[src/bld_regs.svh]
`ifndef BLD_REGS_SVH
`define BLD_REGS_SVH

// Seven-bit bus address the device answers to.
`define BLD_DEV_ADDR      7'h38

// Register indexes.
`define BLD_ADR_DIM       8'h00
`define BLD_ADR_CHAN      8'h01
`define BLD_ADR_PROT      8'h02
`define BLD_ADR_IDENT     8'h03

// Reset values of the writable registers and the fault flags.
`define BLD_RST_DIM       8'h86
`define BLD_RST_CHAN      8'h28
`define BLD_RST_PROT      2'h0
`define BLD_RST_FLAGS     6'h00

// Field positions in the protection and fault register.
`define BLD_PROT_SEN_BIT  7
`define BLD_PROT_TSAT_BIT 6
`define BLD_FLAG_LEDG     5
`define BLD_FLAG_OTP      4
`define BLD_FLAG_UVP      3
`define BLD_FLAG_OCP      2
`define BLD_FLAG_LEDS     1
`define BLD_FLAG_LEDO     0

// System clock and switching periods.
`define BLD_CLK_KHZ       200000
`define BLD_SW0_KHZ       200
`define BLD_SW1_KHZ       400
`define BLD_SW2_KHZ       1000
`define BLD_SW3_KHZ       2200
`define BLD_SW0_CYC       (`BLD_CLK_KHZ / `BLD_SW0_KHZ)
`define BLD_SW1_CYC       (`BLD_CLK_KHZ / `BLD_SW1_KHZ)
`define BLD_SW2_CYC       (`BLD_CLK_KHZ / `BLD_SW2_KHZ)
`define BLD_SW3_CYC       (`BLD_CLK_KHZ / `BLD_SW3_KHZ)

// Consecutive over-threshold cycles before latch-off.
`define BLD_LATCH_CYCLES  3'h5

// Saturation times for the pin-to-ground detection.
`define BLD_TSAT_SHORT_MS 20
`define BLD_TSAT_LONG_MS  40
`define BLD_TSAT_SHORT_CYC (`BLD_TSAT_SHORT_MS * `BLD_CLK_KHZ)
`define BLD_TSAT_LONG_CYC  (`BLD_TSAT_LONG_MS * `BLD_CLK_KHZ)

`endif

[src/bld_pkg.sv]
package bld_pkg;

   // Dimming mode codes.
   typedef enum logic [1:0] {
      BLD_DIM_MIX    = 2'h0,
      BLD_DIM_PWM    = 2'h1,
      BLD_DIM_ANALOG = 2'h2,
      BLD_DIM_RSVD   = 2'h3
   } bld_dim_t;

   // Register 0x00 laid out bit for bit.
   typedef struct packed {
      logic       overtemp_decrement_enable;
      bld_dim_t   dim_mode;
      logic       mix_transfer_point_select;
      logic       mix_output_frequency_set_pin_select;
      logic [1:0] spread_modulation_frequency_set_pin;
      logic       spread_jitter_range;
   } bld_dim_cfg_t;

   // Register 0x01 laid out bit for bit.
   typedef struct packed {
      logic       phase_shift_enable;
      logic [1:0] short_threshold_select;
      logic [1:0] switch_frequency_set_pin_select;
      logic [2:0] active_string_count;
   } bld_chan_cfg_t;

   // Byte-level transaction states.
   typedef enum logic [2:0] {
      BLD_ST_IDLE = 3'b000,
      BLD_ST_ADDR = 3'b001,
      BLD_ST_REG  = 3'b010,
      BLD_ST_DATA = 3'b011,
      BLD_ST_READ = 3'b100
   } bld_state_t;

endpackage

[src/bld_config_regs.sv]
// How it works
// - Over-limit current blocks switching until next cycle.
// - Five consecutive 7.5A cycles latch switching off.
// - Above 140C with enable, decrement LED current.
// - Decrement enable is bit 7, reset one.
// - Shut down hot, recover below lower threshold.
// - Answer bus address 0x38 with direction bit.
// - Second byte selects the register.
// - Dimming mode bits 6:5, reset mix.
// - Bit 4 picks mix transfer point.
// - Bit 3 picks mix output frequency.
// - Bits 2:1 pick spread modulation, 11 off.
// - Bit 0 picks spread jitter range.
// - Phase shift enable, bit 7, reset zero.
// - Short threshold bits 6:5, reset 01.
// - Switching frequency bits 4:3, reset 01.
// - Active string count bits 2:0.
// - Fault flags stick until read or reset.
// - Bit 6 picks 20ms or 40ms saturation.
// - Bit 7 enables short-all-strings protection.
`include "bld_regs.svh"

module bld_config_regs
   import bld_pkg::*;
#(
   parameter int         TSAT_SHORT_CYC = `BLD_TSAT_SHORT_CYC,
   parameter int         TSAT_LONG_CYC  = `BLD_TSAT_LONG_CYC,
   // Identity byte; the default value is arbitrary.
   parameter logic [7:0] IDENTITY_BYTE  = 8'h5a
)(
   // Clock and power-on reset.
   input  wire logic    clk,
   input  wire logic    nrst,
   // Serial bus pins.
   input  wire logic    scl_i,
   input  wire logic    sda_i,
   output logic         sda_o,
   output logic         sda_oe_n,
   // Analog comparator and detector inputs.
   input  wire logic    current_limit_hit,
   input  wire logic    current_latch_hit,
   input  wire logic    temp_decrement_hit,
   input  wire logic    temp_upper_hit,
   input  wire logic    temp_lower_below,
   input  wire logic    comp_saturated,
   input  wire logic    string_open_event,
   input  wire logic    string_short_event,
   input  wire logic    output_uv_event,
   // Configuration towards the analog and dimming blocks.
   output bld_dim_cfg_t dim_cfg,
   output bld_chan_cfg_t chan_cfg,
   output logic         short_all_strings_enable,
   output logic         loop_saturation_time_select,
   // Switching and protection state.
   output logic         switch_enable,
   output logic         cycle_start,
   output logic         current_decrement,
   output logic         thermal_shutdown,
   output logic         latched_off
);

   localparam int NSYNC = 9;

   logic             rst_meta;   // First reset release stage.
   logic             rst_n;      // Released reset for the design.
   logic [NSYNC-1:0] pin_raw;    // Asynchronous inputs gathered.
   logic [NSYNC-1:0] pin_meta;   // First synchroniser stage.
   logic [NSYNC-1:0] pin_s;      // Safe copies of the inputs.
   logic             scl_meta;
   logic             sda_meta;
   logic             scl_s;
   logic             sda_s;
   logic [9:0]       sw_cnt;     // Switching period counter.
   logic             sw_tick;    // One-cycle pulse per period.
   logic             hit_seen;   // Latch threshold seen this cycle.
   logic [2:0]       hit_run;    // Consecutive cycles over latch.
   logic             cyc_block;  // Switching held off this cycle.
   logic [22:0]      tsat_cnt;   // Saturation duration counter.
   logic             ledg_trip;
   logic [5:0]       flags_reg;  // Sticky fault flags.
   logic [5:0]       flags_next;
   logic [5:0]       flag_set;
   logic             rd_clear;
   bld_state_t       state_reg;
   logic [7:0]       ptr_reg;    // Register index for the frame.
   logic             ack_reg;
   logic             rd_mode;
   logic [7:0]       tx_data;
   logic             start_p;
   logic             stop_p;
   logic             rx_valid;
   logic [7:0]       rx_byte;
   logic             tx_load;
   logic             drive_low;

   // Switching period in system clocks for a frequency code.
   function automatic logic [9:0] sw_period(input logic [1:0] code);
      case (code)
         2'h0:    sw_period = 10'(`BLD_SW0_CYC);
         2'h1:    sw_period = 10'(`BLD_SW1_CYC);
         2'h2:    sw_period = 10'(`BLD_SW2_CYC);
         default: sw_period = 10'(`BLD_SW3_CYC);
      endcase
   endfunction

   // Read multiplexer; unmapped indexes read as zero.
   function automatic logic [7:0] rd_mux(input logic [7:0] idx);
      case (idx)
         `BLD_ADR_DIM:   rd_mux = dim_cfg;
         `BLD_ADR_CHAN:  rd_mux = chan_cfg;
         `BLD_ADR_PROT:  rd_mux = {short_all_strings_enable,
                                   loop_saturation_time_select,
                                   flags_reg};
         `BLD_ADR_IDENT: rd_mux = IDENTITY_BYTE;
         default:        rd_mux = 8'h00;
      endcase
   endfunction

   // Reset is asserted at once and released through two stages.
   always_ff @(posedge clk or negedge nrst) begin
      if (!nrst) begin
         rst_meta <= 1'b0;
         rst_n    <= 1'b0;
      end else begin
         rst_meta <= 1'b1;
         rst_n    <= rst_meta;
      end
   end

   assign pin_raw = {current_limit_hit, current_latch_hit,
                     temp_decrement_hit, temp_upper_hit,
                     temp_lower_below, comp_saturated,
                     string_open_event, string_short_event,
                     output_uv_event};

   // Every pin input passes two flip-flops before use.
   genvar gi;
   generate
      for (gi = 0; gi < NSYNC; gi++) begin : g_sync
         always_ff @(posedge clk or negedge rst_n) begin
            if (!rst_n) begin
               pin_meta[gi] <= 1'b0;
               pin_s[gi]    <= 1'b0;
            end else begin
               pin_meta[gi] <= pin_raw[gi];
               pin_s[gi]    <= pin_meta[gi];
            end
         end
      end
   endgenerate

   // Bus lines idle high, so their synchronisers reset high.
   always_ff @(posedge clk or negedge rst_n) begin
      if (!rst_n) begin
         scl_meta <= 1'b1;
         sda_meta <= 1'b1;
         scl_s    <= 1'b1;
         sda_s    <= 1'b1;
      end else begin
         scl_meta <= scl_i;
         sda_meta <= sda_i;
         scl_s    <= scl_meta;
         sda_s    <= sda_meta;
      end
   end

   // Switching clock divider; a new code applies to the running period at once.
   always_ff @(posedge clk or negedge rst_n) begin
      if (!rst_n) begin
         sw_cnt  <= 10'h000;
         sw_tick <= 1'b0;
      end else if (sw_cnt >= sw_period(chan_cfg.switch_frequency_set_pin_select)
                            - 10'h001) begin
         sw_cnt  <= 10'h000;
         sw_tick <= 1'b1;
      end else begin
         sw_cnt  <= sw_cnt + 10'h001;
         sw_tick <= 1'b0;
      end
   end

   // Cycle-by-cycle limit: hold off, the next tick releases.
   always_ff @(posedge clk or negedge rst_n) begin
      if (!rst_n) begin
         cyc_block <= 1'b0;
      end else if (sw_tick) begin
         cyc_block <= 1'b0;
      end else if (pin_s[8]) begin
         cyc_block <= 1'b1;
      end
   end

   // Latch-off counter over whole switching cycles; a clean
   // cycle restarts the count, so only a run of five trips it.
   always_ff @(posedge clk or negedge rst_n) begin
      if (!rst_n) begin
         hit_seen    <= 1'b0;
         hit_run     <= 3'h0;
         latched_off <= 1'b0;
      end else begin
         if (sw_tick) begin
            hit_seen <= 1'b0;
            if (hit_seen || pin_s[7]) begin
               if (hit_run + 3'h1 == `BLD_LATCH_CYCLES) begin
                  latched_off <= 1'b1;
               end
               hit_run <= hit_run + 3'h1;
            end else begin
               hit_run <= 3'h0;
            end
         end else if (pin_s[7]) begin
            hit_seen <= 1'b1;
         end
         if (ledg_trip) begin
            latched_off <= 1'b1;
         end
      end
   end

   // Thermal shutdown with hysteresis between two comparators.
   always_ff @(posedge clk or negedge rst_n) begin
      if (!rst_n) begin
         thermal_shutdown <= 1'b0;
      end else if (pin_s[5]) begin
         thermal_shutdown <= 1'b1;
      end else if (pin_s[4]) begin
         thermal_shutdown <= 1'b0;
      end
   end

   // Current decrement follows the 140C comparator when enabled.
   always_ff @(posedge clk or negedge rst_n) begin
      if (!rst_n) begin
         current_decrement <= 1'b0;
      end else begin
         current_decrement <= pin_s[6] &
            dim_cfg.overtemp_decrement_enable;
      end
   end

   // Switch gate and the start-of-cycle strobe for the modulator.
   always_ff @(posedge clk or negedge rst_n) begin
      if (!rst_n) begin
         switch_enable <= 1'b0;
         cycle_start   <= 1'b0;
      end else begin
         switch_enable <= ~cyc_block & ~latched_off &
                          ~thermal_shutdown & ~pin_s[8];
         cycle_start   <= sw_tick;
      end
   end

   // Pin-to-ground timer: saturation must last unbroken.
   always_ff @(posedge clk or negedge rst_n) begin
      if (!rst_n) begin
         tsat_cnt <= 23'h000000;
      end else if (!pin_s[3]) begin
         tsat_cnt <= 23'h000000;
      end else if (!ledg_trip) begin
         tsat_cnt <= tsat_cnt + 23'h000001;
      end
   end

   always_comb begin
      if (loop_saturation_time_select) begin
         ledg_trip = pin_s[3] &&
            (tsat_cnt == 23'(TSAT_LONG_CYC - 1));
      end else begin
         ledg_trip = pin_s[3] &&
            (tsat_cnt == 23'(TSAT_SHORT_CYC - 1));
      end
   end

   // Fault events; over-temperature and overcurrent mark entry.
   always_comb begin
      flag_set = 6'h00;
      flag_set[`BLD_FLAG_LEDG] = ledg_trip;
      flag_set[`BLD_FLAG_OTP]  = pin_s[5] & ~thermal_shutdown;
      flag_set[`BLD_FLAG_UVP]  = pin_s[0];
      flag_set[`BLD_FLAG_OCP]  = sw_tick & ~latched_off &
         (hit_seen | pin_s[7]) &
         (hit_run + 3'h1 == `BLD_LATCH_CYCLES);
      flag_set[`BLD_FLAG_LEDS] = pin_s[1];
      flag_set[`BLD_FLAG_LEDO] = pin_s[2];
   end

   // A read of the fault register clears; a same-cycle event wins.
   assign rd_clear   = tx_load && (ptr_reg == `BLD_ADR_PROT);
   assign flags_next = (flags_reg & ~{6{rd_clear}}) | flag_set;

   always_ff @(posedge clk or negedge rst_n) begin
      if (!rst_n) begin
         flags_reg <= `BLD_RST_FLAGS;
      end else begin
         flags_reg <= flags_next;
      end
   end

   // Bit-level engine of the serial port.
   bld_i2c_bits u_bits (
      .clk       (clk),
      .rst_n     (rst_n),
      .scl_s     (scl_s),
      .sda_s     (sda_s),
      .ack_want  (ack_reg),
      .rd_mode   (rd_mode),
      .tx_data   (tx_data),
      .start_p   (start_p),
      .stop_p    (stop_p),
      .rx_valid  (rx_valid),
      .rx_byte   (rx_byte),
      .tx_load   (tx_load),
      .drive_low (drive_low)
   );

   // Live read data, so a flag set just before the load is seen.
   always_comb begin
      tx_data = rd_mux(ptr_reg);
   end

   assign rd_mode = (state_reg == BLD_ST_READ);

   // Byte-level transaction sequencing.
   always_ff @(posedge clk or negedge rst_n) begin
      if (!rst_n) begin
         state_reg <= BLD_ST_IDLE;
         ack_reg   <= 1'b0;
         ptr_reg   <= 8'h00;
      end else if (stop_p) begin
         state_reg <= BLD_ST_IDLE;
         ack_reg   <= 1'b0;
      end else if (start_p) begin
         // Repeated start keeps the index for a following read.
         state_reg <= BLD_ST_ADDR;
         ack_reg   <= 1'b0;
      end else if (rx_valid) begin
         case (state_reg)
            BLD_ST_ADDR: begin
               if (rx_byte[7:1] == `BLD_DEV_ADDR) begin
                  ack_reg <= 1'b1;
                  if (rx_byte[0]) begin
                     state_reg <= BLD_ST_READ;
                  end else begin
                     state_reg <= BLD_ST_REG;
                  end
               end else begin
                  ack_reg   <= 1'b0;
                  state_reg <= BLD_ST_IDLE;
               end
            end
            BLD_ST_REG: begin
               ptr_reg   <= rx_byte;
               state_reg <= BLD_ST_DATA;
            end
            BLD_ST_DATA: begin
               state_reg <= BLD_ST_DATA;
            end
            default: begin
               state_reg <= state_reg;
            end
         endcase
      end
   end

   // Writable registers; identity and flags are not writable.
   always_ff @(posedge clk or negedge rst_n) begin
      if (!rst_n) begin
         dim_cfg  <= `BLD_RST_DIM;
         chan_cfg <= `BLD_RST_CHAN;
         short_all_strings_enable    <= 1'b0;
         loop_saturation_time_select <= 1'b0;
      end else if (rx_valid && state_reg == BLD_ST_DATA) begin
         case (ptr_reg)
            `BLD_ADR_DIM: begin
               dim_cfg <= rx_byte;
            end
            `BLD_ADR_CHAN: begin
               chan_cfg <= rx_byte;
            end
            `BLD_ADR_PROT: begin
               short_all_strings_enable <=
                  rx_byte[`BLD_PROT_SEN_BIT];
               loop_saturation_time_select <=
                  rx_byte[`BLD_PROT_TSAT_BIT];
            end
            default: begin
               // Identity and unmapped indexes drop the byte.
               dim_cfg <= dim_cfg;
            end
         endcase
      end
   end

   // Open-drain data pin: output is always low, enable is active low.
   always_ff @(posedge clk or negedge rst_n) begin
      if (!rst_n) begin
         sda_o    <= 1'b0;
         sda_oe_n <= 1'b1;
      end else begin
         sda_o    <= 1'b0;
         sda_oe_n <= ~drive_low;
      end
   end

endmodule

[src/bld_i2c_bits.sv]
// Bit engine of the serial slave: start and stop detection, byte
// shifting, acknowledge drive and read-data shifting.
module bld_i2c_bits
   import bld_pkg::*;
(
   // Clock and reset.
   input  wire logic       clk,
   input  wire logic       rst_n,
   // Synchronised bus lines.
   input  wire logic       scl_s,
   input  wire logic       sda_s,
   // Byte-level control from the transaction logic.
   input  wire logic       ack_want,
   input  wire logic       rd_mode,
   input  wire logic [7:0] tx_data,
   // Events and data towards the transaction logic.
   output logic            start_p,
   output logic            stop_p,
   output logic            rx_valid,
   output logic [7:0]      rx_byte,
   output logic            tx_load,
   output logic            drive_low
);

   logic       scl_q;   // Clock line one cycle back.
   logic       sda_q;   // Data line one cycle back.
   logic [3:0] bit_cnt; // Bits seen in the current byte.
   logic       tx_on;   // Device is shifting a read byte out.
   logic       mack;    // Master acknowledged the last read byte.
   logic       rise;
   logic       fall;
   logic       start_c;
   logic       stop_c;

   assign rise    = scl_s & ~scl_q;
   assign fall    = ~scl_s & scl_q;
   assign start_c = scl_s & scl_q & sda_q & ~sda_s;
   assign stop_c  = scl_s & scl_q & ~sda_q & sda_s;

   // Edge history of both lines.
   always_ff @(posedge clk or negedge rst_n) begin
      if (!rst_n) begin
         scl_q <= 1'b1;
         sda_q <= 1'b1;
      end else begin
         scl_q <= scl_s;
         sda_q <= sda_s;
      end
   end

   // Event pulses, registered so the caller sees clean strobes.
   always_ff @(posedge clk or negedge rst_n) begin
      if (!rst_n) begin
         start_p  <= 1'b0;
         stop_p   <= 1'b0;
         rx_valid <= 1'b0;
      end else begin
         start_p  <= start_c;
         stop_p   <= stop_c;
         rx_valid <= rise & (bit_cnt == 4'h7) & ~tx_on;
      end
   end

   // Shift register, bit counter and the line drive.
   always_ff @(posedge clk or negedge rst_n) begin
      if (!rst_n) begin
         bit_cnt   <= 4'h0;
         rx_byte   <= 8'h00;
         tx_on     <= 1'b0;
         mack      <= 1'b0;
         drive_low <= 1'b0;
         tx_load   <= 1'b0;
      end else begin
         tx_load <= 1'b0;
         if (start_c || stop_c) begin
            // A frame edge always frees the line.
            bit_cnt   <= 4'h0;
            tx_on     <= 1'b0;
            drive_low <= 1'b0;
         end else if (rise) begin
            if (bit_cnt < 4'h8) begin
               rx_byte <= {rx_byte[6:0], sda_s};
            end else begin
               mack <= ~sda_s;
            end
            if (bit_cnt != 4'h9) begin
               bit_cnt <= bit_cnt + 4'h1;
            end
         end else if (fall) begin
            if (bit_cnt == 4'h8) begin
               // Acknowledge slot: drive only for received bytes.
               drive_low <= ack_want & ~tx_on;
            end else if (bit_cnt == 4'h9) begin
               bit_cnt <= 4'h0;
               if (rd_mode && (!tx_on || mack)) begin
                  tx_on     <= 1'b1;
                  tx_load   <= 1'b1;
                  rx_byte   <= tx_data;
                  drive_low <= ~tx_data[7];
               end else begin
                  tx_on     <= 1'b0;
                  drive_low <= 1'b0;
               end
            end else if (tx_on) begin
               drive_low <= ~rx_byte[7];
            end
         end
      end
   end

endmodule

[config.mk]
export PLATFORM = sky130hd
export DESIGN_NAME = bld_config_regs
export DESIGN_NICKNAME = d
export VERILOG_FILES = /design/src/bld_pkg.sv /design/src/bld_config_regs.sv /design/src/bld_i2c_bits.sv
export VERILOG_INCLUDE_DIRS = /design/src
export SDC_FILE = /design/constraint.sdc
export NUM_CORES = 1
export LEC_CHECK = 0
export ABC_AREA = 1
export ABC_CLOCK_PERIOD_IN_PS = 10600
export BUFFER_PORTS_ARGS = -buffer_cell sky130_fd_sc_hd__buf_4
export CAP_MARGIN = 20
export CORE_MARGIN = 8
export CORE_UTILIZATION = 68
export CTS_BUF_LIST = sky130_fd_sc_hd__clkbuf_4
export CTS_CLUSTER_DIAMETER = 60
export DETAILED_ROUTE_END_ITERATION = 7
export GPL_ROUTABILITY_DRIVEN = 0
export PLACE_DENSITY = 0.93
export SLEW_MARGIN = 40
export SYNTH_ARGS = -nofsm -noshare
export SYNTH_HDL_FRONTEND = slang
export SYNTH_HIERARCHICAL = 1
export SYNTH_SLANG_ARGS = --single-unit
[constraint.sdc]
create_clock -name clk -period 10.6 [get_ports clk]
set_input_delay 1.06 -clock clk [delete_from_list [all_inputs] [get_ports clk]]
set_output_delay 1.06 -clock clk [all_outputs]
set_load 0.05 [all_outputs]
After elaboration in Yosys (flattened, before gate mapping)
Cells that the tools add are included.
{"block": "word_totals", "input_bits": 13, "elab_cells": 232, "register_bits": 126, "output_inout_bits": 25}
{"block": "classes", "n_reduce_logical": 41, "n_eq_ne": 24, "add_sub_neg": 5, "n_lt_le_gt_ge": 2, "muxes": 59, "n_bitwise": 38}
{"operator": "$mux W8", "n": 6}
{"operator": "$mux W23", "n": 2}
{"operator": "$mux W1", "n": 35}
{"operator": "$pmux W8 S4", "n": 1}
{"operator": "$pmux W10 S3", "n": 1}
{"operator": "$mux W4", "n": 6}
{"operator": "$add A23 B1 Y23 const B", "n": 1}
{"operator": "$eq A23 B22 Y1 const B", "n": 1}
{"operator": "$eq A23 B23 Y1 const B", "n": 1}
{"operator": "$reduce_bool A2 Y1", "n": 11}
{"operator": "$and A1 B1 Y1", "n": 18}
{"operator": "$mux W3", "n": 6}
{"operator": "$eq A8 B2 Y1 const B", "n": 2}
{"operator": "$not A1 Y1", "n": 16}
{"operator": "$reduce_and A4 Y1", "n": 3}
{"operator": "$reduce_bool A3 Y1", "n": 4}
{"operator": "$add A10 B1 Y10 const B", "n": 1}
{"operator": "$ge A10 B10 Y1", "n": 1}
{"operator": "$mux W10", "n": 1}
{"operator": "$reduce_and A2 Y1", "n": 5}
{"operator": "$sub A10 B1 Y10 const B", "n": 1}
{"operator": "$reduce_and A3 Y1", "n": 3}
{"operator": "$eq A4 B4 Y1 const B", "n": 2}
{"operator": "$eq A8 B1 Y1 const B", "n": 1}
{"operator": "other kinds (28)", "n": 40}

Logic depth before layout (Yosys ltp)
Gate-level depths: netlist of the first run.
{"block": "logic_depth", "word_depth": 9, "depth_mapped": 11, "depth_no_buf": 10}

Hierarchy
The synthesis of the first run kept the hierarchy.
{"mod": "bld_config_regs", "seq_area_each_um2": 2640.0, "area_each_um2": 5036.1, "n_inst": 1, "cells_each": 595}
{"mod": "bld_i2c_bits", "seq_area_each_um2": 528.0, "area_each_um2": 1149.9, "n_inst": 1, "cells_each": 126}

Worst setup path after synthesis of the first run
OpenSTA, ideal clock, no wires.
{"block": "synth_path", "path_type": "register -> register", "start": "register chan_cfg[4] in the netlist's numbering", "end": "register sw_cnt[0]", "t_required_ps": 10469, "path_buffers": 1, "setup_time_ps": 131, "path_stages_with_launch": 11, "path_slack_ps": 8406, "arrival_time_ps": 2064, "period_less_slack_ps": 2194, "path_cell_list": "dfrtp_1 > inv_1 > nand2_1 > ha_1 > ha_1 > nand2_1 > nor2_1 > nand2_1 > o211ai_1 > clkbuf_1 > nor2_1"}
{"block": "synth_between", "elab_chain_cells": 5, "elab_cells_between_ends": 7, "cone_classes": "1 x add/sub; 1 x order compare; 2 x eq/ne; 2 x mux; 1 x reduce/logical"}
{"item": "start: declaration", "line": "bld_config_regs.sv:51", "text": "output bld_chan_cfg_t chan_cfg,"}
{"item": "start signal: assignment", "line": "bld_config_regs.sv:369", "text": "chan_cfg <= `BLD_RST_CHAN;"}
{"item": "start signal: assignment", "line": "bld_config_regs.sv:378", "text": "chan_cfg <= rx_byte;"}
{"item": "$eq A2 B2 Y1 (tied with other cells)", "line": "bld_config_regs.sv:98", "text": "case (code)"}
{"item": "$pmux W10 S3 *", "line": "bld_config_regs.sv:98"}
{"item": "$sub A10 B1 Y10 *", "line": "bld_config_regs.sv:173", "text": "- 10'h001) begin"}
{"item": "$ge A10 B10 Y1 *", "line": "bld_config_regs.sv:172", "text": "end else if (sw_cnt >= sw_period(chan_cfg.switch_frequency_set_pin_select)"}
{"item": "$mux W10 *", "line": "bld_config_regs.sv:172"}
{"item": "end signal: assignment", "line": "bld_config_regs.sv:177", "text": "sw_cnt <= sw_cnt + 10'h001;"}
{"item": "end: declaration", "line": "bld_config_regs.sv:73", "text": "logic [9:0] sw_cnt;"}
Mark *: on every way between the ends. The rest lies on a longest branch, timed or not.
A chain may end at the register's enable or synchronous reset.

Final worst setup path of the first run
{"block": "layout_path", "start": "register loop_saturation_time_select", "end": "output port loop_saturation_time_select"}
{"item": "start: declaration", "line": "bld_config_regs.sv:53", "text": "output logic loop_saturation_time_select,"}
{"item": "start signal: assignment", "line": "bld_config_regs.sv:383", "text": "loop_saturation_time_select <="}
No word-level cell between the ends.

==> results of run 1 <==
-- power breakdown --
part,internal (µW),switching (µW)
clock network,166,190
registers,491,12.2
logic,13.0,27.5
-- worst max-delay path by stage --
stage | start | end | slack [ns]
2_1_floorplan | rst_n$_DFF_PN0_ | ack_reg$_DFFE_PN0P_ | 6.85
3_3_place_gp | chan_cfg[3]$_DFFE_PN1P_ | sw_cnt[8]$_DFF_PN0_ | 8.35
3_5_place_dp | chan_cfg[3]$_DFFE_PN1P_ | sw_cnt[8]$_DFF_PN0_ | 8.25
4_1_cts | loop_saturation_time_select$_DFFE_PN0P_ | loop_saturation_time_select | 8.08
5_1_grt | chan_cfg[3]$_DFFE_PN1P_ | sw_cnt[8]$_DFF_PN0_ | 7.98
6_report | loop_saturation_time_select$_DFFE_PN0P_ | loop_saturation_time_select | 8.08
-- per-layer routing --
| metal | GRT usage | part of all wire |
|---|---|---|
| met3 | 0.0694 | 0.062 |
| met2 | 0.412 | 0.52 |
| met5 | 0 | 0 |
| met1 | 0.269 | 0.36 |
| met4 | 0.145 | 0.052 |
-- area by class of cell --
type,count,area share
sequential,126,0.465
clock inverter,14,0.0244
multi-input combinational,494,0.382
clock buffer,18,0.0198
timing repair buffer,37,0.0413
inverter,86,0.0473
antenna,1,0.000367
tap,111,0.0204
-- layout by cell type, fill, tap and decap left out, types with 14 or more instances in the layout --
cell type,instances
nand2_1,180
dfrtp_1,113
nor2_1,88
inv_1,84
nand3_1,50
buf_4,36
o21ai_0,34
ha_1,20
clkbuf_4,18
xor2_1,17
o21ai_2,16
a21oi_1,14
-- cells by family (layout without fill, tap and decap cells) --
group | Yosys count | count (layout) | share of synthesized area
simple gates | 362 | 362 | 0.255
mux | 7 | 7 | 0.0113
compound gates | 81 | 81 | 0.0825
fa+ha+maj | 20 | 20 | 0.0405
flops | 126 | 126 | 0.512
other cells | 2 | 4 | 0.00121
buf+inv | 102 | 155 | 0.0678
xor+xnor | 21 | 21 | 0.0297
-- metrics by stage --
step	total power (µW)	hold slack, ns	utilization	cell area [µm²]
6_report	900	0.263	0.756	6820
5_1_grt	931	0.229	0.756	6820
4_1_cts	903	0.245	0.756	6820
3_5_place_dp	552	0.335	0.722	6520
3_3_place_gp	547	0.333	0.722	6510
2_1_floorplan	537	0.331	-	6190
==> results.yml, run 1 <==
critical_path:
  path_depth: 1
  crit_buf_inv: 1
  r2r_start: "chan_cfg[3]$_DFFE_PN1P_"
  path_class: "reg -> out"
  rr_endpoint: "sw_cnt[4]$_DFF_PN0_"
  worst_setup_path_end_kind: "output port"
  crit_chain: "buf_4"
  critical_path.slowest_cell: "dfrtp_1"
  cp_top_family: "flip-flops"
  critPathMaxStageDelay_ns: 0.64
  worstPathMaxFanout: 12
  crit_required_ns: 9.54
  r2r_slack_ns: 8.21
  worstPathArrival_ns: 1.46
  r2r_cells: 8
  start_kind: "flip-flop"
route:
  drc: 0
  wirelength_um: 14600
  drt.antenna.violating_nets: 0
  viasPerCell: 5.83
  vias: 5170
  first_pass_iters: 8
  drt-wirelength-per-cell_um: 16.5
  drt-initial-drc-count: 454
clock_network:
  cts_buffers: 17
  root_buffer: "clkbuf_4"
  worstSkewPairLatency_ns: 0.55
  cts_resized: 0
  clockBufferDepth: 2
  h-tree-depth: 4
  tritoncts_num_sinks: 126
  clkTransAtPathRegs_ns: 0.12
  cts_tree: "done"
  hold_buffers: 0
  cts_setup_buffers: 0
yosys:
  netlist_area_um2: 6190
  yosys-top-cells-count: "nand2_1, dfrtp_1, nor2_1, inv_1, nand3_1"
  synth_ff_type: "dfrtp_1"
  yosysWarnings: 6
  ys_seq_elements: 126
  synth.avg_cell_area_um2: 8.58
  ys_types: 41
  synth.area.top_cells: "dfrtp_1, nand2_1, nor2_1"
  synth_most_common_cell: "nand2_1"
  seq_area_frac_synth: 0.512
  async_reset_ff_frac: 1.00
  synth_edf_count: 0
  synth_top_area_share: 0.461
  yosysTopAreaCell: "dfrtp_1"
  synth_cells: 721
placement:
  pre_cts_ws_ns: 8.25
  io_buffers: 36
  hpwl_um: 10100
  place_inst: 854
timing:
  hold_violations: 0
  final_max_slew_viol_count: 0
  fin_crit_ns: 2.52
  fmax_mhz: 397
  rsz0062_at_grt: "false"
  maxSlewHeadroom: 0.489
  fin_crit_sh: 0.238
  tightest_slew_ns: 0.763
  fin_setup_tns_ns: 0
  worst_slack_ns: 8.08
  finalSetupViolations: 0
  skew_ns: 0.0205
outcome:
  outcome: "finished clean"
pwr:
  p_leak_uw: 0.00324
  p_per_area_nw_per_um2: 132
  irDropWorstVdd_mv: 0.152
floorplanning:
  start_util: 0.686
  rows: 35
  dieArea_um2: 12400
  die_x_um: 111
  core_um2: 9020
  io_pins: 38
  die_h_um: 111
final_layout:
  largest_register_ffs: 23
  largest-register: "tsat_cnt"
  layoutNonFillerInstCount: 887
  layout-drive-gt1-share: 0.151
  area_delta_synth_final_pct: 10.3
  multi_input_area_um2: 2600
  ff_latch_area_um2: 3170
  top_regs: "tsat_cnt (23), sw_cnt (10), pin_meta (9)"
  final_nets: 795
  fill_cells: 575
global_route:
  track_usage: 0.244
  antenna_found_initial: 1
  grt_pass1_vias: 5192
  grt_max_degree: 76
  grt_overflow: 0
  grt_pass1_wl_um: 24500
flow_run:
  drv_cap: 0
hold_path:
  hold_class: "in -> async"
No activity file was read; power rests on OpenSTA's default activity.
==> run 2: changes to the inputs <==
--- a/config.mk
+++ b/config.mk
@@ -7,16 +7,16 @@
 export NUM_CORES = 1
 export LEC_CHECK = 0
 export ABC_AREA = 1
-export ABC_CLOCK_PERIOD_IN_PS = 10600
+export ABC_CLOCK_PERIOD_IN_PS = 2150
 export BUFFER_PORTS_ARGS = -buffer_cell sky130_fd_sc_hd__buf_4
 export CAP_MARGIN = 20
 export CORE_MARGIN = 8
-export CORE_UTILIZATION = 68
+export CORE_UTILIZATION = 57
 export CTS_BUF_LIST = sky130_fd_sc_hd__clkbuf_4
 export CTS_CLUSTER_DIAMETER = 60
 export DETAILED_ROUTE_END_ITERATION = 7
 export GPL_ROUTABILITY_DRIVEN = 0
-export PLACE_DENSITY = 0.93
+export PLACE_DENSITY = 0.83
 export SLEW_MARGIN = 40
 export SYNTH_ARGS = -nofsm -noshare
 export SYNTH_HDL_FRONTEND = slang
==> constraint.sdc (replaced) <==
create_clock -name clk -period 2.15 [get_ports clk]
set_input_delay 0.215 -clock clk [delete_from_list [all_inputs] [get_ports clk]]
set_output_delay 0.215 -clock clk [all_outputs]
set_load 0.05 [all_outputs]
==> run 2 against run 1 <==
Hold slack better by 0.037 ns; global-route usage down 5.7 points; via count down 5.0%; non-clock buffer count up 19; die area up 16%; clock skew up 0.0014 ns; highest routed layer unchanged.
==> results.yml, run 2 (same netlist as run 1, synthesis figures left out) <==
final_layout:
  final_nets: 814
  design_area_um2: 7000
  largest-register: "tsat_cnt"
  layout_common_cells: "nand2_1, dfrtp_1, nor2_1"
  n_antenna_cell: 0
  fill_cells: 861
  area_delta_synth_final_pct: 13.2
  top_regs: "tsat_cnt (23), sw_cnt (10), pin_meta (9)"
  layout-drive-gt1-share: 0.157
  final_common_cell: "nand2_1"
  largest_register_ffs: 23
  layoutNonFillerInstCount: 934
timing:
  fmax_mhz: 500
  fin_crit_sh: 0.931
  tightest_slew_ns: 0.597
  skew_ns: 0.0220
  finalSetupViolations: 0
  rsz0062_at_grt: "true"
  fin_crit_ns: 2.00
  final_max_slew_viol_count: 0
  maxSlewHeadroom: 0.601
  fin_setup_tns_ns: 0
  hold_violations: 0
critical_path:
  worstPathMaxFanout: 11
  start_kind: "flip-flop"
  crit_required_ns: 2.56
  r2r_slack_ns: 0.15
  r2r_cells: 9
  rr_endpoint: "sw_cnt[2]$_DFF_PN0_"
  worstPathArrival_ns: 2.41
  r2r_start: "chan_cfg[3]$_DFFE_PN1P_"
  path_class: "reg -> reg"
  worst_setup_path_end_kind: "flip-flop"
floorplanning:
  die_x_um: 120
  die_h_um: 120
  start_util: 0.578
  core_um2: 10700
  dieArea_um2: 14400
  rows: 38
  io_pins: 38
pwr:
  pwr-share-seq: 0.589
  sw_frac_of_total: 0.255
  irDropWorstVdd_mv: 0.507
  p_leak_uw: 0.00331
  p_sw_uw: 1070
  total_power_uw: 4190
  power_frac_comb: 0.054
  clock_power_share: 0.357
  p_int_uw: 3120
  p_per_area_nw_per_um2: 599
clock_network:
  clockBufferDepth: 2
  root_buffer: "clkbuf_4"
  h-tree-depth: 4
  worstSkewPairLatency_ns: 0.52
  cts_buffers: 17
  clkTransAtPathRegs_ns: 0.12
  tritoncts_num_sinks: 126
  cts_tree: "done"
placement:
  io_buffers: 36
  hpwl_um: 9530
  place_inst: 889
  placed_cell_area_um2: 6610
route:
  viasPerCell: 5.26
  drt-wirelength-per-cell_um: 13.7
  drt.antenna.violating_nets: 0
  first_pass_iters: 5
  drt-initial-drc-count: 444
  vias: 4914
  wirelength_um: 12800
  drc: 0
global_route:
  grt_pass1_wl_um: 21900
  grt_max_degree: 63
  antenna_found_initial: 0
  grt_pass1_vias: 4738
  grt_overflow: 0
  track_usage: 0.187
outcome:
  outcome: "finished clean"
hold_path:
  hold_class: "reg -> async"
flow_run:
  drv_cap: 0
==> run 2: cell types whose count changed in the layout (fill, tap and decap cells not counted), sizes merged, moves of 2 or more <==
| cell | before | now |
|---|---|---|
| bufinv | 3 | 1 |
| clkinv | 7 | 5 |
| buf | 37 | 43 |
| clkbuf | 18 | 20 |
| clkinvlp | 2 | 5 |
| dlygate4sd3 | 0 | 13 |
==> run 2: power groups by stage <==
stage	clock [µW]	sequential, µW	combinational (µW)
finish	1500	2470	226
global route	1650	2480	252
CTS	1540	2470	228
detailed placement	0	2520	208
global placement	0	2510	198
floorplan	0	2530	119
==> run 2: stage by stage <==
stage                util  setup slack (ns)  hold WS, ns
floorplan               -           -0.0445      -0.0806
global placement    0.618             0.275     -0.00287
detailed placement  0.618             0.197     -0.00138
CTS                 0.655             0.173        0.286
global route        0.655           -0.0124        0.285
finish              0.655             0.149        0.300
==> run 2: worst max-delay path, stage by stage, from the launching register on <==
cell	delay, ns
dfstp_2	0.60
nand2_1	0.07
ha_1	0.30
ha_1	0.27
nand2_1	0.05
nor2_1	0.08
nand2_1	0.07
o211ai_1	0.20
buf_4	0.21
nor2_1	0.05
==> run 2: area by class of cell <==
| cell class | instances | area, µm² | area share |
|---|---|---|---|
| multi-input combinational | 494 | 2600 | 0.372 |
| sequential | 126 | 3170 | 0.453 |
| inverter | 86 | 323 | 0.0461 |
| clock buffer | 20 | 150 | 0.0214 |
| timing repair buffer | 56 | 465 | 0.0665 |
| tap | 140 | 175 | 0.0250 |
| clock inverter | 12 | 116 | 0.0166 |
==> run 2: what timing repair did <==
item                                    in CTS  in global routing
endpoints found under the setup margin       0                  4
hold endpoints to repair                    13                  0
resized for setup                            0                  0
setup buffers                                0                  0
hold buffers                                13                  0
==> run 2: per-layer routing <==
| metal | share of wire | GRT usage | routed length (µm) |
|---|---|---|---|
| met5 | 0 | 0 | 0 |
| met1 | 0.43 | 0.244 | 5520 |
| met3 | 0.079 | 0.0550 | 1000 |
| met2 | 0.48 | 0.292 | 6140 |
| met4 | 0.0088 | 0.0671 | 112 |
==> run 2: worst max-delay path by stage <==
stage	slack [ns]	endpoint	depth (start not counted)	start
floorplan	-0.04	sw_cnt[0]$_DFF_PN0_	10	chan_cfg[4]$_DFFE_PN0P_
global placement	0.28	sw_cnt[8]$_DFF_PN0_	9	chan_cfg[3]$_DFFE_PN1P_
detailed placement	0.20	sw_cnt[3]$_DFF_PN0_	9	chan_cfg[3]$_DFFE_PN1P_
CTS	0.17	sw_cnt[2]$_DFF_PN0_	9	chan_cfg[3]$_DFFE_PN1P_
global route	-0.01	sw_cnt[4]$_DFF_PN0_	9	chan_cfg[3]$_DFFE_PN1P_
finish	0.15	sw_cnt[2]$_DFF_PN0_	9	chan_cfg[3]$_DFFE_PN1P_
==> run 3: changes to the inputs <==
--- a/config.mk
+++ b/config.mk
@@ -6,17 +6,16 @@
 export SDC_FILE = /design/constraint.sdc
 export NUM_CORES = 1
 export LEC_CHECK = 0
-export ABC_AREA = 1
-export ABC_CLOCK_PERIOD_IN_PS = 2150
+export ABC_CLOCK_PERIOD_IN_PS = 2100
 export BUFFER_PORTS_ARGS = -buffer_cell sky130_fd_sc_hd__buf_4
 export CAP_MARGIN = 20
 export CORE_MARGIN = 8
-export CORE_UTILIZATION = 57
+export CORE_UTILIZATION = 63
 export CTS_BUF_LIST = sky130_fd_sc_hd__clkbuf_4
 export CTS_CLUSTER_DIAMETER = 60
 export DETAILED_ROUTE_END_ITERATION = 7
 export GPL_ROUTABILITY_DRIVEN = 0
-export PLACE_DENSITY = 0.83
+export PLACE_DENSITY = 0.87
 export SLEW_MARGIN = 40
 export SYNTH_ARGS = -nofsm -noshare
 export SYNTH_HDL_FRONTEND = slang
==> constraint.sdc (replaced) <==
create_clock -name clk -period 2.1 [get_ports clk]
set_input_delay 0.21 -clock clk [delete_from_list [all_inputs] [get_ports clk]]
set_output_delay 0.21 -clock clk [all_outputs]
set_load 0.05 [all_outputs]
==> run 3 against run 2 <==
The flow now finishes with violations (negative setup slack); wire length shrank 2.3%; synthesized area shrank 6.9%; hold slack gained 0.041 ns; final area shrank 2.6%; clock power grew 31%; power grew 30%; sequential share of layout area grew 1.3 points; first-iteration DRC count shrank 23%; synthesized cell count shrank 32%; critical path type unchanged.
==> results.yml, run 3 <==
hold_path:
  whs_endpoint: "pin_meta[0]$_DFF_PN0_"
  hold_path_depth: 2
  hold_class: "in -> reg"
  holdCritStartpoint: "output_uv_event"
yosys:
  synth_top_area_share: 0.495
  seq_area_frac_synth: 0.550
  ys_types: 63
  yosys-top-cells-count: "dfrtp_1, mux2_2, nor2_1, nand2_1, ha_1"
  synth_ff_type: "dfrtp_1"
  yosysTopAreaCell: "dfrtp_1"
  netlist_area_um2: 5760
  synth.area.top_cells: "dfrtp_1, mux2_2, dfstp_2"
  synth_most_common_cell: "dfrtp_1"
  synth.avg_cell_area_um2: 11.7
  ys_seq_elements: 126
  async_reset_ff_frac: 1.00
  synth_edf_count: 0
  yosysWarnings: 6
  synth_cells: 492
critical_path:
  crit_required_ns: 2.49
  r2r_cells: 9
  crit_chain: "nand2_4 -> ha_4 -> ha_4 -> nand2_1 -> o211ai_1 -> o2111ai_1 -> a21oi_2 -> buf_6 -> nor2b_1"
  worstPathArrival_ns: 2.52
  crit_top_cell: "ha_4"
  worst_setup_path_end_kind: "flip-flop"
  start_kind: "flip-flop"
  r2r_slack_ns: -0.03
  path_class: "reg -> reg"
  critPathMaxStageDelay_ns: 0.66
  rr_endpoint: "sw_cnt[1]$_DFF_PN0_"
  worstPathMaxFanout: 6
  r2r_start: "chan_cfg[3]$_DFFE_PN1P_"
  critical_path.slowest_cell: "dfstp_4"
pwr:
  p_leak_uw: 0.00320
  irDropWorstVdd_mv: 0.568
  p_per_area_nw_per_um2: 800
timing:
  fin_setup_tns_ns: -0.216
  fmax_mhz: 468
  rsz0062_at_grt: "true"
  fin_crit_sh: 1.02
  final_max_slew_viol_count: 0
  tightest_slew_ns: 0.612
  maxSlewHeadroom: 0.592
  worst_slack_ns: -0.0345
  hold_violations: 0
  skew_ns: 0.0298
  fin_crit_ns: 2.13
  finalSetupViolations: 10
floorplanning:
  rows: 35
  io_pins: 38
  start_util: 0.635
  dieArea_um2: 12500
  die_h_um: 112
  die_x_um: 112
  core_um2: 9060
final_layout:
  n_antenna_cell: 0
  ff_latch_area_um2: 3180
  area_delta_synth_final_pct: 18.5
  layout_common_cells: "dfrtp_1, buf_4, mux2_2"
  largest-register: "tsat_cnt"
  largest_register_ffs: 23
  fill_cells: 560
  top_regs: "tsat_cnt (23), sw_cnt (10), pin_meta (9)"
  multi_input_area_um2: 2540
  design_area_um2: 6830
  layout-drive-gt1-share: 0.299
  final_common_cell: "dfrtp_1"
  final_nets: 601
route:
  wirelength_um: 12500
  viasPerCell: 5.96
  drt.antenna.violating_nets: 0
  vias: 4121
  drt-wirelength-per-cell_um: 18.0
  first_pass_iters: 7
  drt-initial-drc-count: 344
  drc: 0
global_route:
  grt.met2_usage: 0.333
  busiest_layer: "met2"
  grt_pass1_wl_um: 20700
  antenna_found_initial: 0
  globalRouteMet3Util: 0.0541
  grt_pass1_vias: 4205
  track_usage: 0.206
  grt_overflow: 0
  grt_max_degree: 48
  gr-usage-met1: 0.259
clock_network:
  clkTransAtPathRegs_ns: 0.11
  h-tree-depth: 4
  tritoncts_num_sinks: 126
  cts_tree: "done"
  worstSkewPairLatency_ns: 0.52
  cts_buffers: 17
  clockBufferDepth: 2
  root_buffer: "clkbuf_4"
placement:
  hpwl_um: 8190
  io_buffers: 36
  placed_cell_area_um2: 6260
outcome:
  violations: "negative setup slack"
  outcome: "complete, but fails checks"
flow_run:
  drv_cap: 0
## run 3: kinds of logic after synthesis
family / after synthesis / share of synthesized area
AND/OR/NAND/NOR: 172 / 0.162
flip-flops: 126 / 0.550
AO/OA/AOI/OAI: 69 / 0.0847
multiplexers: 55 / 0.107
buffers and inverters: 27 / 0.0193
XOR/XNOR: 21 / 0.0319
adder cells (fa/ha/maj): 20 / 0.0435
other: 2 / 0.00130
## run 3: report_power, final
group	switching (µW)	internal [µW]	leakage, µW
Clock	901	1060	0.000177
Combinational	339	336	0.00143
Sequential	212	2610	0.00159
## run 3: worst max path at each step
stage,startpoint,to,slack (ns),cells past startpoint
detailed placement,chan_cfg[3]$_DFFE_PN1P_,sw_cnt[8]$_DFF_PN0_,-0.008,9
floorplan,rst_n$_DFF_PN0_,chan_cfg[4]$_DFFE_PN0P_,-0.15,0
global route,chan_cfg[3]$_DFFE_PN1P_,sw_cnt[4]$_DFF_PN0_,-0.09,9
global placement,chan_cfg[3]$_DFFE_PN1P_,sw_cnt[1]$_DFF_PN0_,0.07,9
finish,chan_cfg[3]$_DFFE_PN1P_,sw_cnt[1]$_DFF_PN0_,-0.03,9
CTS,chan_cfg[3]$_DFFE_PN1P_,sw_cnt[1]$_DFF_PN0_,-0.02,9
## run 3: metal layers
layer  share of wire  vias to the layer above  wire, µm
li1                -                     1905         -
met1            0.42                     2021      5300
met2            0.50                      162      6190
met3           0.060                       33       751
met4           0.020                        0       248
met5               0                        -         0
## run 3: stage by stage
step | hold slack, ns | worst slack, ns | utilization | cells | total power [µW]
5_1_grt | 0.300 | -0.0871 | 0.753 | 692 | 5710
3_3_place_gp | -0.00773 | 0.0659 | 0.690 | 643 | 3420
4_1_cts | 0.294 | -0.0226 | 0.749 | 690 | 5460
3_5_place_dp | -0.00644 | -0.00818 | 0.690 | 643 | 3480
6_report | 0.341 | -0.0345 | 0.753 | 692 | 5460
2_1_floorplan | -0.0856 | -0.148 | - | 493 | 3290
## run 3: area by class of cell
class,instances,share of cell area
Clock buffer,17,0.0187
Inverter,13,0.00715
Timing Repair Buffer,70,0.0847
Clock inverter,15,0.0319
Tap cell,111,0.0203
Sequential cell,126,0.465
Multi-Input combinational cell,340,0.372
## run 3: worst max-delay path, delay by kind of cell (launching register included)
family	cells	cell delay, ns
flops	1	0.66
compound gates	3	0.58
fa+ha+maj	2	0.49
simple gates	3	0.15
buf+inv	1	0.15
## run 3: what timing repair did
item                       in CTS  in global routing
hold endpoints to repair       13                  0
setup buffers                   1                  2
hold buffers                   13                  0
gates cloned                    1                  0
gates resized for setup         7                  9
setup endpoints to repair      11                 13
pin swaps                       7                  5
